==> config.mk <==
export PLATFORM = sky130hd
export DESIGN_NAME = titp_timer_pacer
export DESIGN_NICKNAME = d
export VERILOG_FILES = /design/src/inc/titp_pkg.sv /design/src/inc/titp_cnt_if.sv /design/src/rtl/titp_counter.sv /design/src/rtl/titp_sync.sv /design/src/rtl/titp_timer_pacer.sv
export SDC_FILE = /design/constraint.sdc
export NUM_CORES = 1
export LEC_CHECK = 0
export BUFFER_PORTS_ARGS = -buffer_cell sky130_fd_sc_hd__buf_4
export CORE_ASPECT_RATIO = 1.4
export CORE_MARGIN = 5
export CORE_UTILIZATION = 35
export DETAILED_ROUTE_END_ITERATION = 10
export SLEW_MARGIN = 10
export SYNTH_ARGS = -nofsm -noshare
export SYNTH_HDL_FRONTEND = slang
export SYNTH_SLANG_ARGS = --single-unit
==> constraint.sdc <==
create_clock -name clk -period 7.3 [get_ports clk]
set_input_delay 0.365 -clock clk [delete_from_list [all_inputs] [get_ports clk]]
set_output_delay 0.365 -clock clk [all_outputs]
set_load 0.005 [all_outputs]
==> src/inc/titp_pkg.sv <==
// Shared constants and helpers for the triple interval timer pacer
package titp_pkg;
    localparam int NUM_CNT = 3;
    localparam int CNT_W = 16;
    localparam int BYTE_W = 8;
    localparam int ADDR_W = 5;
    localparam logic [ADDR_W-1:0] OFS_CNT [NUM_CNT] = '{5'h18, 5'h1a, 5'h1c};
    localparam logic [ADDR_W-1:0] OFS_CTRL = 5'h1e;
    localparam int SEL_LO = 6;
    localparam int AF_LO = 4;
    localparam int MODE_LO = 1;
    localparam int BCD_BIT = 0;
    localparam int RB_CNT_N = 5;
    localparam int RB_STA_N = 4;
    localparam int RB_C0 = 1;
    localparam logic [1:0] SEL_READBACK = 2'h3;
    localparam logic [1:0] AF_LATCH = 2'h0;
    localparam logic [1:0] AF_LSB = 2'h1;
    localparam logic [1:0] AF_MSB = 2'h2;
    localparam logic [1:0] AF_BOTH = 2'h3;
    localparam logic [2:0] MODE_STOP_TC = 3'h0;
    localparam logic [2:0] MODE_ONESHOT = 3'h1;
    localparam logic [2:0] MODE_RATE = 3'h2;
    localparam logic [2:0] MODE_SQUARE = 3'h3;
    localparam logic [2:0] MODE_SW_STROBE = 3'h4;
    localparam logic [2:0] MODE_HW_STROBE = 3'h5;
    localparam logic [CNT_W-1:0] CNT_ZERO = 16'h0000;
    localparam logic [CNT_W-1:0] CNT_ONE = 16'h0001;
    localparam logic [CNT_W-1:0] CNT_TWO = 16'h0002;
    localparam logic [CNT_W-1:0] BCD_TOP = 16'h9999;
    localparam logic [BYTE_W-1:0] BYTE_ZERO = 8'h00;
    localparam int CLK_KHZ = 25000;
    localparam int CNT_CLK_KHZ = 10000;
    localparam int ACC_W = 16;
    localparam logic [ACC_W-1:0] ACC_STEP = ACC_W'(CNT_CLK_KHZ);
    localparam logic [ACC_W-1:0] ACC_WRAP = ACC_W'(CLK_KHZ);
    // Mode codes 6 and 7 alias the rate and square modes
    function automatic logic [2:0] mode_norm(input logic [2:0] m);
        return m[1] ? {1'b0, m[1:0]} : m;
    endfunction
    // Decrement by one in binary or in four BCD digits
    function automatic logic [CNT_W-1:0] cnt_dec(input logic [CNT_W-1:0] v, input logic bcd);
        logic [CNT_W-1:0] r;
        logic br;
        r = v - CNT_ONE;
        br = 1'b1;
        if (bcd)
        begin
            r = v;
            for (int k = 0; k < 4; k++)
            begin
                if (br)
                begin
                    br = (v[k*4+:4] == 4'h0);
                    r[k*4+:4] = br ? 4'h9 : v[k*4+:4] - 4'h1;
                end
            end
        end
        return r;
    endfunction
endpackage

==> src/inc/titp_cnt_if.sv <==
// Carrier between the register side and one counter channel
`timescale 1ns/10ps
`default_nettype none
interface titp_cnt_if;
    logic cfg_wr;
    logic [2:0] mode;
    logic bcd;
    logic load;
    logic [15:0] load_val;
    logic hold;
    logic [15:0] cnt;
    logic out;
    logic null_cnt;
    modport host (output cfg_wr, output mode, output bcd, output load, output load_val,
        output hold, input cnt, input out, input null_cnt);
    modport core (input cfg_wr, input mode, input bcd, input load, input load_val,
        input hold, output cnt, output out, output null_cnt);
endinterface
`default_nettype wire

==> src/rtl/titp_counter.sv <==
// One programmable down-counter channel with its six operating modes
`timescale 1ns/10ps
`default_nettype none
module titp_counter (
    input wire logic clk,
    input wire logic resetn,
    input wire logic tick,
    input wire logic gate,
    input wire logic gate_rise,
    titp_cnt_if.core cif
);
    import titp_pkg::*;
    logic [CNT_W-1:0] cr_reg, ce_reg, dec1, dec2, dec3, sq_nxt;
    logic out_reg, null_reg, run_reg, newc_reg, trig_reg, first_reg, trig;
    logic [2:0] m;
    // Step values, square wave takes odd counts in a 1/3 first step
    assign m = mode_norm(cif.mode);
    assign trig = trig_reg | gate_rise;
    assign dec1 = cnt_dec(ce_reg, cif.bcd);
    assign dec2 = cnt_dec(dec1, cif.bcd);
    assign dec3 = cnt_dec(dec2, cif.bcd);
    assign sq_nxt = (first_reg && cr_reg[0]) ? (out_reg ? dec1 : dec3) : dec2;
    assign cif.cnt = ce_reg;
    assign cif.out = out_reg;
    assign cif.null_cnt = null_reg;
    // Gate rising edge is held until the next count clock
    always_ff @(posedge clk)
    begin
        if (!resetn)
            trig_reg <= 1'b0;
        else if (gate_rise)
            trig_reg <= 1'b1;
        else if (tick)
            trig_reg <= 1'b0;
    end
    // Count element, output level and null-count flag
    always_ff @(posedge clk)
    begin
        if (!resetn)
        begin
            cr_reg <= CNT_ZERO;
            ce_reg <= CNT_ZERO;
            out_reg <= 1'b1;
            null_reg <= 1'b0;
            run_reg <= 1'b0;
            newc_reg <= 1'b0;
            first_reg <= 1'b0;
        end
        else if (cif.cfg_wr)
        begin
            out_reg <= (m != MODE_STOP_TC);
            run_reg <= 1'b0;
            newc_reg <= 1'b0;
            null_reg <= 1'b1;
        end
        else if (cif.load)
        begin
            cr_reg <= cif.load_val;
            newc_reg <= 1'b1;
            null_reg <= 1'b1;
            if (m == MODE_STOP_TC)
                out_reg <= 1'b0;
        end
        else if (cif.hold && m == MODE_STOP_TC)
            run_reg <= 1'b0;
        else if (tick)
        begin
            unique case (m)
                MODE_STOP_TC, MODE_SW_STROBE:
                begin
                    if (m == MODE_SW_STROBE)
                        out_reg <= 1'b1;
                    if (newc_reg)
                    begin
                        ce_reg <= cr_reg;
                        newc_reg <= 1'b0;
                        null_reg <= 1'b0;
                        run_reg <= 1'b1;
                    end
                    else if (run_reg && gate)
                    begin
                        ce_reg <= dec1;
                        if (ce_reg == CNT_ONE)
                        begin
                            out_reg <= (m == MODE_STOP_TC);
                            run_reg <= (m == MODE_STOP_TC);
                        end
                    end
                end
                MODE_ONESHOT, MODE_HW_STROBE:
                begin
                    if (m == MODE_HW_STROBE)
                        out_reg <= 1'b1;
                    if (trig)
                    begin
                        ce_reg <= cr_reg;
                        newc_reg <= 1'b0;
                        null_reg <= 1'b0;
                        run_reg <= 1'b1;
                        if (m == MODE_ONESHOT)
                            out_reg <= 1'b0;
                    end
                    else if (run_reg)
                    begin
                        ce_reg <= dec1;
                        if (ce_reg == CNT_ONE)
                        begin
                            run_reg <= 1'b0;
                            out_reg <= (m == MODE_ONESHOT);
                        end
                    end
                end
                MODE_RATE, MODE_SQUARE:
                begin
                    if (!gate)
                    begin
                        out_reg <= 1'b1;
                        run_reg <= 1'b0;
                    end
                    else if (trig || (newc_reg && !run_reg))
                    begin
                        ce_reg <= cr_reg;
                        out_reg <= 1'b1;
                        run_reg <= 1'b1;
                        newc_reg <= 1'b0;
                        null_reg <= 1'b0;
                        first_reg <= 1'b1;
                    end
                    else if (run_reg && m == MODE_RATE)
                    begin
                        ce_reg <= (ce_reg == CNT_ONE) ? cr_reg : dec1;
                        out_reg <= (ce_reg != CNT_TWO);
                        if (ce_reg == CNT_ONE)
                            null_reg <= 1'b0;
                    end
                    else if (run_reg)
                    begin
                        first_reg <= (sq_nxt == CNT_ZERO);
                        ce_reg <= (sq_nxt == CNT_ZERO) ? cr_reg : sq_nxt;
                        if (sq_nxt == CNT_ZERO)
                        begin
                            out_reg <= !out_reg;
                            null_reg <= 1'b0;
                        end
                    end
                end
            endcase
        end
    end
endmodule
`default_nettype wire

==> src/rtl/titp_sync.sv <==
// Two-stage pin synchroniser with rising-edge detect
`timescale 1ns/10ps
`default_nettype none
module titp_sync #(
    parameter int W = 4
) (
    input wire logic clk,
    input wire logic resetn,
    input wire logic [W-1:0] din,
    output logic [W-1:0] lvl,
    output logic [W-1:0] rise
);
    logic [W-1:0] s1_reg, s2_reg, s3_reg;
    logic [2:0] prime_reg;
    // Only the second stage reads the first
    always_ff @(posedge clk)
    begin
        if (!resetn)
        begin
            s1_reg <= '0;
            s2_reg <= '0;
            s3_reg <= '0;
        end
        else
        begin
            s1_reg <= din;
            s2_reg <= s1_reg;
            s3_reg <= s2_reg;
        end
    end
    // Edge detect armed once the third stage holds a real pin sample, so a pin idling high
    // gives no false rise after reset
    always_ff @(posedge clk)
    begin
        if (!resetn)
            prime_reg <= '0;
        else
            prime_reg <= {prime_reg[1:0], 1'b1};
    end
    assign lvl = s2_reg;
    assign rise = s2_reg & ~s3_reg & {W{prime_reg[2]}};
endmodule
`default_nettype wire

==> src/rtl/titp_timer_pacer.sv <==
// Three interval counters with word-wide host ports and a cascaded pacer
`timescale 1ns/10ps
`default_nettype none
module titp_timer_pacer (
    input wire logic clk,
    input wire logic resetn,
    input wire logic [titp_pkg::ADDR_W-1:0] io_addr,
    input wire logic io_wr,
    input wire logic io_rd,
    input wire logic [15:0] io_wdata,
    output logic [15:0] io_rdata,
    input wire logic [titp_pkg::NUM_CNT-1:0] gate_pin,
    input wire logic counter0_ext_clk,
    input wire logic counter0_clk_internal,
    output logic [titp_pkg::NUM_CNT-1:0] counter_out,
    output logic ad_trigger
);
    import titp_pkg::*;

    logic [ACC_W-1:0] acc_reg, acc_sum;
    logic tick_reg;
    logic [NUM_CNT-1:0] gate_lvl, gate_rise, ce;
    logic ext_lvl, ext_rise;
    logic out1_q_reg, out2_q_reg, ce2_reg, ad_trig_reg;
    logic ctrl_wr;
    logic [BYTE_W-1:0] wbyte;
    logic [1:0] cw_sel, cw_af;
    logic [2:0] cw_mode;
    logic cw_bcd;
    logic [BYTE_W-1:0] rd_byte [NUM_CNT];
    logic [15:0] rdata_reg, rdata_next;

    titp_cnt_if cif [NUM_CNT] ();

    // Port decode, shared by the write and read paths
    function automatic logic port_hit(input logic [ADDR_W-1:0] a, input int idx);
        return a == OFS_CNT[idx];
    endfunction

    // Pins from outside the clock domain
    titp_sync #(
        .W(NUM_CNT + 1)
    ) u_sync (
        .clk(clk),
        .resetn(resetn),
        .din({counter0_ext_clk, gate_pin}),
        .lvl({ext_lvl, gate_lvl}),
        .rise({ext_rise, gate_rise})
    );

    // Fractional divider: average 10 MHz count tick from the 25 MHz clock
    assign acc_sum = acc_reg + ACC_STEP;
    always_ff @(posedge clk)
    begin
        if (!resetn)
        begin
            acc_reg <= '0;
            tick_reg <= 1'b0;
        end
        else if (acc_sum >= ACC_WRAP)
        begin
            acc_reg <= acc_sum - ACC_WRAP;
            tick_reg <= 1'b1;
        end
        else
        begin
            acc_reg <= acc_sum;
            tick_reg <= 1'b0;
        end
    end

    // Counter 2 steps on each rising edge of counter 1 output
    always_ff @(posedge clk)
    begin
        if (!resetn)
        begin
            out1_q_reg <= 1'b1;
            out2_q_reg <= 1'b1;
            ce2_reg <= 1'b0;
            ad_trig_reg <= 1'b0;
        end
        else
        begin
            out1_q_reg <= cif[1].out;
            out2_q_reg <= cif[2].out;
            ce2_reg <= cif[1].out & ~out1_q_reg;
            ad_trig_reg <= cif[2].out & ~out2_q_reg;
        end
    end

    // Count clock per channel
    assign ce[0] = counter0_clk_internal ? tick_reg : ext_rise;
    assign ce[1] = tick_reg;
    assign ce[2] = ce2_reg;

    // Control word fields
    assign ctrl_wr = io_wr && (io_addr == OFS_CTRL);
    assign wbyte = io_wdata[BYTE_W-1:0];
    assign cw_sel = wbyte[SEL_LO+:2];
    assign cw_af = wbyte[AF_LO+:2];
    assign cw_mode = wbyte[MODE_LO+:3];
    assign cw_bcd = wbyte[BCD_BIT];

    for (genvar i = 0; i < NUM_CNT; i++)
    begin : g_ch
        logic [2:0] mode_reg;
        logic bcd_reg;
        logic [1:0] af_reg;
        logic [BYTE_W-1:0] lsb_reg, st_reg;
        logic [CNT_W-1:0] ol_reg, rd_word;
        logic wr_hi_reg, rd_hi_reg, ol_v_reg, st_v_reg;
        logic cw_hit, cfg_hit, rb_hit, wr_hit, rd_hit, latch_cmd, sta_cmd, rel;

        // Per-channel strobes
        assign cw_hit = ctrl_wr && cw_sel == 2'(i);
        assign cfg_hit = cw_hit && cw_af != AF_LATCH;
        assign rb_hit = ctrl_wr && cw_sel == SEL_READBACK && wbyte[RB_C0+i];
        assign wr_hit = io_wr && port_hit(io_addr, i);
        assign rd_hit = io_rd && port_hit(io_addr, i);
        assign latch_cmd = (cw_hit && cw_af == AF_LATCH) || (rb_hit && !wbyte[RB_CNT_N]);
        assign sta_cmd = rb_hit && !wbyte[RB_STA_N];
        assign rel = af_reg != AF_BOTH || rd_hi_reg;

        // Channel configuration
        always_ff @(posedge clk)
        begin
            if (!resetn)
            begin
                mode_reg <= MODE_STOP_TC;
                bcd_reg <= 1'b0;
                af_reg <= AF_BOTH;
            end
            else if (cfg_hit)
            begin
                mode_reg <= cw_mode;
                bcd_reg <= cw_bcd;
                af_reg <= cw_af;
            end
        end

        // Write byte sequencing
        always_ff @(posedge clk)
        begin
            if (!resetn)
            begin
                wr_hi_reg <= 1'b0;
                lsb_reg <= BYTE_ZERO;
            end
            else if (cfg_hit)
                wr_hi_reg <= 1'b0;
            else if (wr_hit && af_reg == AF_BOTH)
            begin
                wr_hi_reg <= !wr_hi_reg;
                if (!wr_hi_reg)
                    lsb_reg <= wbyte;
            end
        end

        assign cif[i].cfg_wr = cfg_hit;
        // New mode reaches the core in the write cycle, so the output level follows it
        assign cif[i].mode = cfg_hit ? cw_mode : mode_reg;
        assign cif[i].bcd = bcd_reg;
        assign cif[i].load = wr_hit && (af_reg != AF_BOTH || wr_hi_reg);
        assign cif[i].hold = wr_hit && af_reg == AF_BOTH && !wr_hi_reg;
        assign cif[i].load_val = (af_reg == AF_LSB) ? {BYTE_ZERO, wbyte} :
            (af_reg == AF_MSB) ? {wbyte, BYTE_ZERO} : {wbyte, lsb_reg};

        // Count latch, held until fully read
        always_ff @(posedge clk)
        begin
            if (!resetn)
            begin
                ol_v_reg <= 1'b0;
                ol_reg <= CNT_ZERO;
            end
            else if (cfg_hit)
                ol_v_reg <= 1'b0;
            else if (latch_cmd && !ol_v_reg)
            begin
                ol_v_reg <= 1'b1;
                ol_reg <= cif[i].cnt;
            end
            else if (rd_hit && !st_v_reg && rel)
                ol_v_reg <= 1'b0;
        end

        // Status latch, read before any count byte
        always_ff @(posedge clk)
        begin
            if (!resetn)
            begin
                st_v_reg <= 1'b0;
                st_reg <= BYTE_ZERO;
            end
            else if (cfg_hit)
                st_v_reg <= 1'b0;
            else if (sta_cmd && !st_v_reg)
            begin
                st_v_reg <= 1'b1;
                st_reg <= {cif[i].out, cif[i].null_cnt, af_reg, mode_reg, bcd_reg};
            end
            else if (rd_hit)
                st_v_reg <= 1'b0;
        end

        // Read byte order for low-then-high format
        always_ff @(posedge clk)
        begin
            if (!resetn)
                rd_hi_reg <= 1'b0;
            else if (cfg_hit)
                rd_hi_reg <= 1'b0;
            else if (rd_hit && !st_v_reg && af_reg == AF_BOTH)
                rd_hi_reg <= !rd_hi_reg;
        end

        // Byte presented on a read of this port
        assign rd_word = ol_v_reg ? ol_reg : cif[i].cnt;
        assign rd_byte[i] = st_v_reg ? st_reg :
            (af_reg == AF_MSB || (af_reg == AF_BOTH && rd_hi_reg)) ?
            rd_word[CNT_W-1:BYTE_W] : rd_word[BYTE_W-1:0];

        // Channel core
        titp_counter u_cnt (
            .clk(clk),
            .resetn(resetn),
            .tick(ce[i]),
            .gate(gate_lvl[i]),
            .gate_rise(gate_rise[i]),
            .cif(cif[i])
        );
        assign counter_out[i] = cif[i].out;
    end

    // Read data; control port and unmapped addresses read zero
    always_comb
    begin
        rdata_next = '0;
        for (int k = 0; k < NUM_CNT; k++)
        begin
            if (port_hit(io_addr, k))
                rdata_next = {BYTE_ZERO, rd_byte[k]};
        end
    end

    always_ff @(posedge clk)
    begin
        if (!resetn)
            rdata_reg <= '0;
        else if (io_rd)
            rdata_reg <= rdata_next;
    end

    assign io_rdata = rdata_reg;
    assign ad_trigger = ad_trig_reg;
endmodule
`default_nettype wire

==> results.md <==
* Wire length per cell at 22.0 um
* Die Area at 73100 um^2
* Total CTS buffers at 28
* R2r setup slk at 0.80 ns
* CTS tree: built
* Critical path launch point type: flip-flop
* CP top delay family: simple AND/OR/NAND/NOR gates
* # rows at 113
* PortBufs at 33
* CTS H-tree depth at 1
* Via count at 24400
* WP depth at 19
* Nature of the critical path endpoint: flip-flop
* Hold Path Class: input pin to flip-flop
* All-layer global routing usage at 0.222
* Final Non-Filler Cells at 3893
* Multi-input logic area at 16900 um^2
* Largest cells by area after synthesis: dfxtp_1 24%, mux2i_1 6.4%, nand2_1 5.9%
* RSZ-0062 raised after global routing: false
* Top cell type's share of synthesized area at 0.237
* Wire length on met3 at 4080 um
* YS warnings at 0
* Worst slack at placement at 1.02 ns
* Share of layout cells above drive strength 1 at 0.0911
* Crit path kind: flip-flop to flip-flop
* Routed wire length at 85800 um
* Synth Register Bits at 281
* Relative slew margins at 0.122
* Layout Nets at 3065
* Hold Violations, Final at 0
* Final setup viols at 0
* Crit path DAT at 6.98 ns
* WL met2 at 42000 um
* Clk Latency, worst-skew pair at 0.57 ns
* Worst Tran Pin Value at 1.31 ns
* Routed vias/inst at 6.27
* Die Width at 230 um
* Starting Density at 0.351
* Fillers at 7080
* Leak Pwr at 9.22 nW
* Grt ovf at 0
* # diodes at 0
* Post-synthesis cell type count at 121
* Cell Pwr Density at 138 nW/um^2
* Drt pass-1 iters at 7
* Post-route setup TNS at 0 ns
* Reg-to-Reg End: g_ch[2].u_cnt.cif.cnt[4]
* Clk slew on worst S/H paths at 0.08 ns
* DR DRC count at 0
* Vias in the first global route at 23300
* Number of synthesized flops with an enable pin at 0
* Root Driver: clkbuf_16
* CP max FO at 14
* Synth Area per Inst at 7.57 um^2
* Register area at 5630 um^2
* Initial DRC count at 2085
* Crit path largest cell delay at 0.73 ns
* Outcome: completed
* Mapped Cells at 3133
* Count of pins over their slew limit at 0
* Crit-path cells: buf_4, inv_1, ha_1, mux2i_1, o31a_1, nor4_1, nand4_1, xnor2_1, o21a_1, ha_1, inv_1, nor3_1, nand4_1, o32a_1, mux2i_1, nor3_2, a31oi_1, a221o_1, o311ai_2
* Synth async-reset ratio at 0
* Top FF cell, synth: dfxtp_1
* End of the critical path: g_ch[2].u_cnt.cif.cnt[4]
* Worst Slack Setup Final at 0.800 ns
* Sinks on Clock Net at 281
* First-pass GRT wire length at 133000 um
* Setup Buffers After CTS at 0
* Num ports at 50
* P&R area growth vs syn at 7.23%
* Setup crit start: g_ch[2].u_cnt.cif.cnt[1]
* Worst Path Buf+Inv at 3
* Met1 wire length at 32300 um
* Req. time, crit path at 7.78 ns
* RePlAce Congestion at 0.939
* Placed cells at 3838
* Post-synthesis sequential area ratio at 0.237
* MaxCap Viol Count at 0
* Die height at 318 um
* Top Metal Used: met5
* Minimum clock period at 6.50 ns
* Largest net degree at the start of global routing at 117
* Number of routed nets with antenna violations at 0
* Max Clock Freq at 154 MHz
* RR Startpoint: g_ch[2].u_cnt.cif.cnt[1]
* Detail Placement HPWL at 63200 um
* Slowest CP cell: nor4_1
* Cell Area, Synth at 23700 um^2
* Initial antenna violation count at 1
* Clock skew at 0.0167 ns
* Max clock buf depth at 3
* Tcrit/Tclk final at 0.890
* Max rail drop VDD at 0.000184 V
* Core Area at 67600 um^2
* Cell taking the most area after synthesis: dfxtp_1
* R2R depth at 19
synthesized netlist by cell type, drive strengths merged, types with 27 or more instances:
library cell and n:
a211oi 32, a21boi 62, a21oi 176, a31oi 50
and2 59, buf 56, clkbuf 197, dfxtp 281
inv 60, mux2i 151, nand2 375, nand2b 30
nand3 107, nand4 52, nor2 228, nor2b 98
nor3 76, nor4 58, o211a 42, o211ai 67
o21ai 203, o221ai 27, o22ai 47, o31ai 32
or3 35, xnor2 61
layer usage:
| layer | vias up | track usage |
|---|---|---|
| li1 | 11500 | - |
| met4 | 2 | 0.165 |
| met2 | 985 | 0.392 |
| met3 | 322 | 0.0195 |
| met5 | - | 0 |
| met1 | 11600 | 0.248 |
final cells by class:
cell class | instances | area share
multi-input combinational | 2545 | 0.663
sequential | 281 | 0.221
tap | 862 | 0.0424
clock buffer | 40 | 0.0325
timing repair buffer | 92 | 0.0277
inverter | 61 | 0.00900
clock inverter | 12 | 0.00408
cells in the final DEF (no fill, tap or decap), types with 27 or more instances in the layout:
master     instances
a211oi_1          28
o21ai_0          182
inv_1             60
o22ai_1           47
or3_1             33
a31oi_1           50
o221ai_1          27
nand2b_1          30
nor3_1            70
nor2b_1           98
buf_4             88
dfxtp_1          280
o31ai_1           29
nand2_1          373
a21boi_0          60
xnor2_1           60
clkbuf_16         29
nor2_1           227
and2_1            57
nor4_1            44
o211a_1           41
nand3_1          105
mux2i_1          150
nand4_1           52
a21oi_1          176
o211ai_1          67
worst min-delay path by stage:
stage | from | slack [ns] | depth (start not counted) | to
after floorplan | out2_q_reg | 0.37 | 1 | ad_trigger
after global placement | out2_q_reg | 0.37 | 1 | ad_trigger
after detailed placement | out2_q_reg | 0.38 | 1 | ad_trigger
after CTS | gate_pin[1] | 0.005 | 2 | u_sync.s1_reg[1]
after global routing | gate_pin[1] | 0.02 | 2 | u_sync.s1_reg[1]
final | gate_pin[1] | 0.03 | 2 | u_sync.s1_reg[1]
cells by family after synthesis:
group           Yosys count  share of synthesized area
compound gates          982                      0.293
buf+inv                 314                     0.0543
flops                   281                      0.237
fa+ha+maj                28                     0.0146
xor+xnor                 81                     0.0307
simple gates           1250                      0.273
other cells               1                   0.000158
mux                     196                     0.0965
timing repair:
action	4_1_cts	5_1_grt
hold buffers	3	0
setup endpoints to repair	0	0
gates resized for setup	0	0
endpoints found under the hold margin	3	0
power by group:
group          internal [mW]  total [mW]  switching [mW]
clock network          0.827        1.49           0.666
logic                  0.167       0.391           0.225
registers               1.57        1.62          0.0525
through the flow:
step	utilization	instance area, um^2	total power [mW]	hold slack, ns
finish	0.376	25400	3.51	0.0262
global route	0.376	25400	3.63	0.0169
CTS	0.376	25400	3.54	0.00481
detailed placement	0.362	24500	2.05	0.378
global placement	0.362	24500	2.04	0.371
floorplan	-	23700	1.94	0.367
No activity file was read; power rests on OpenSTA's default activity.
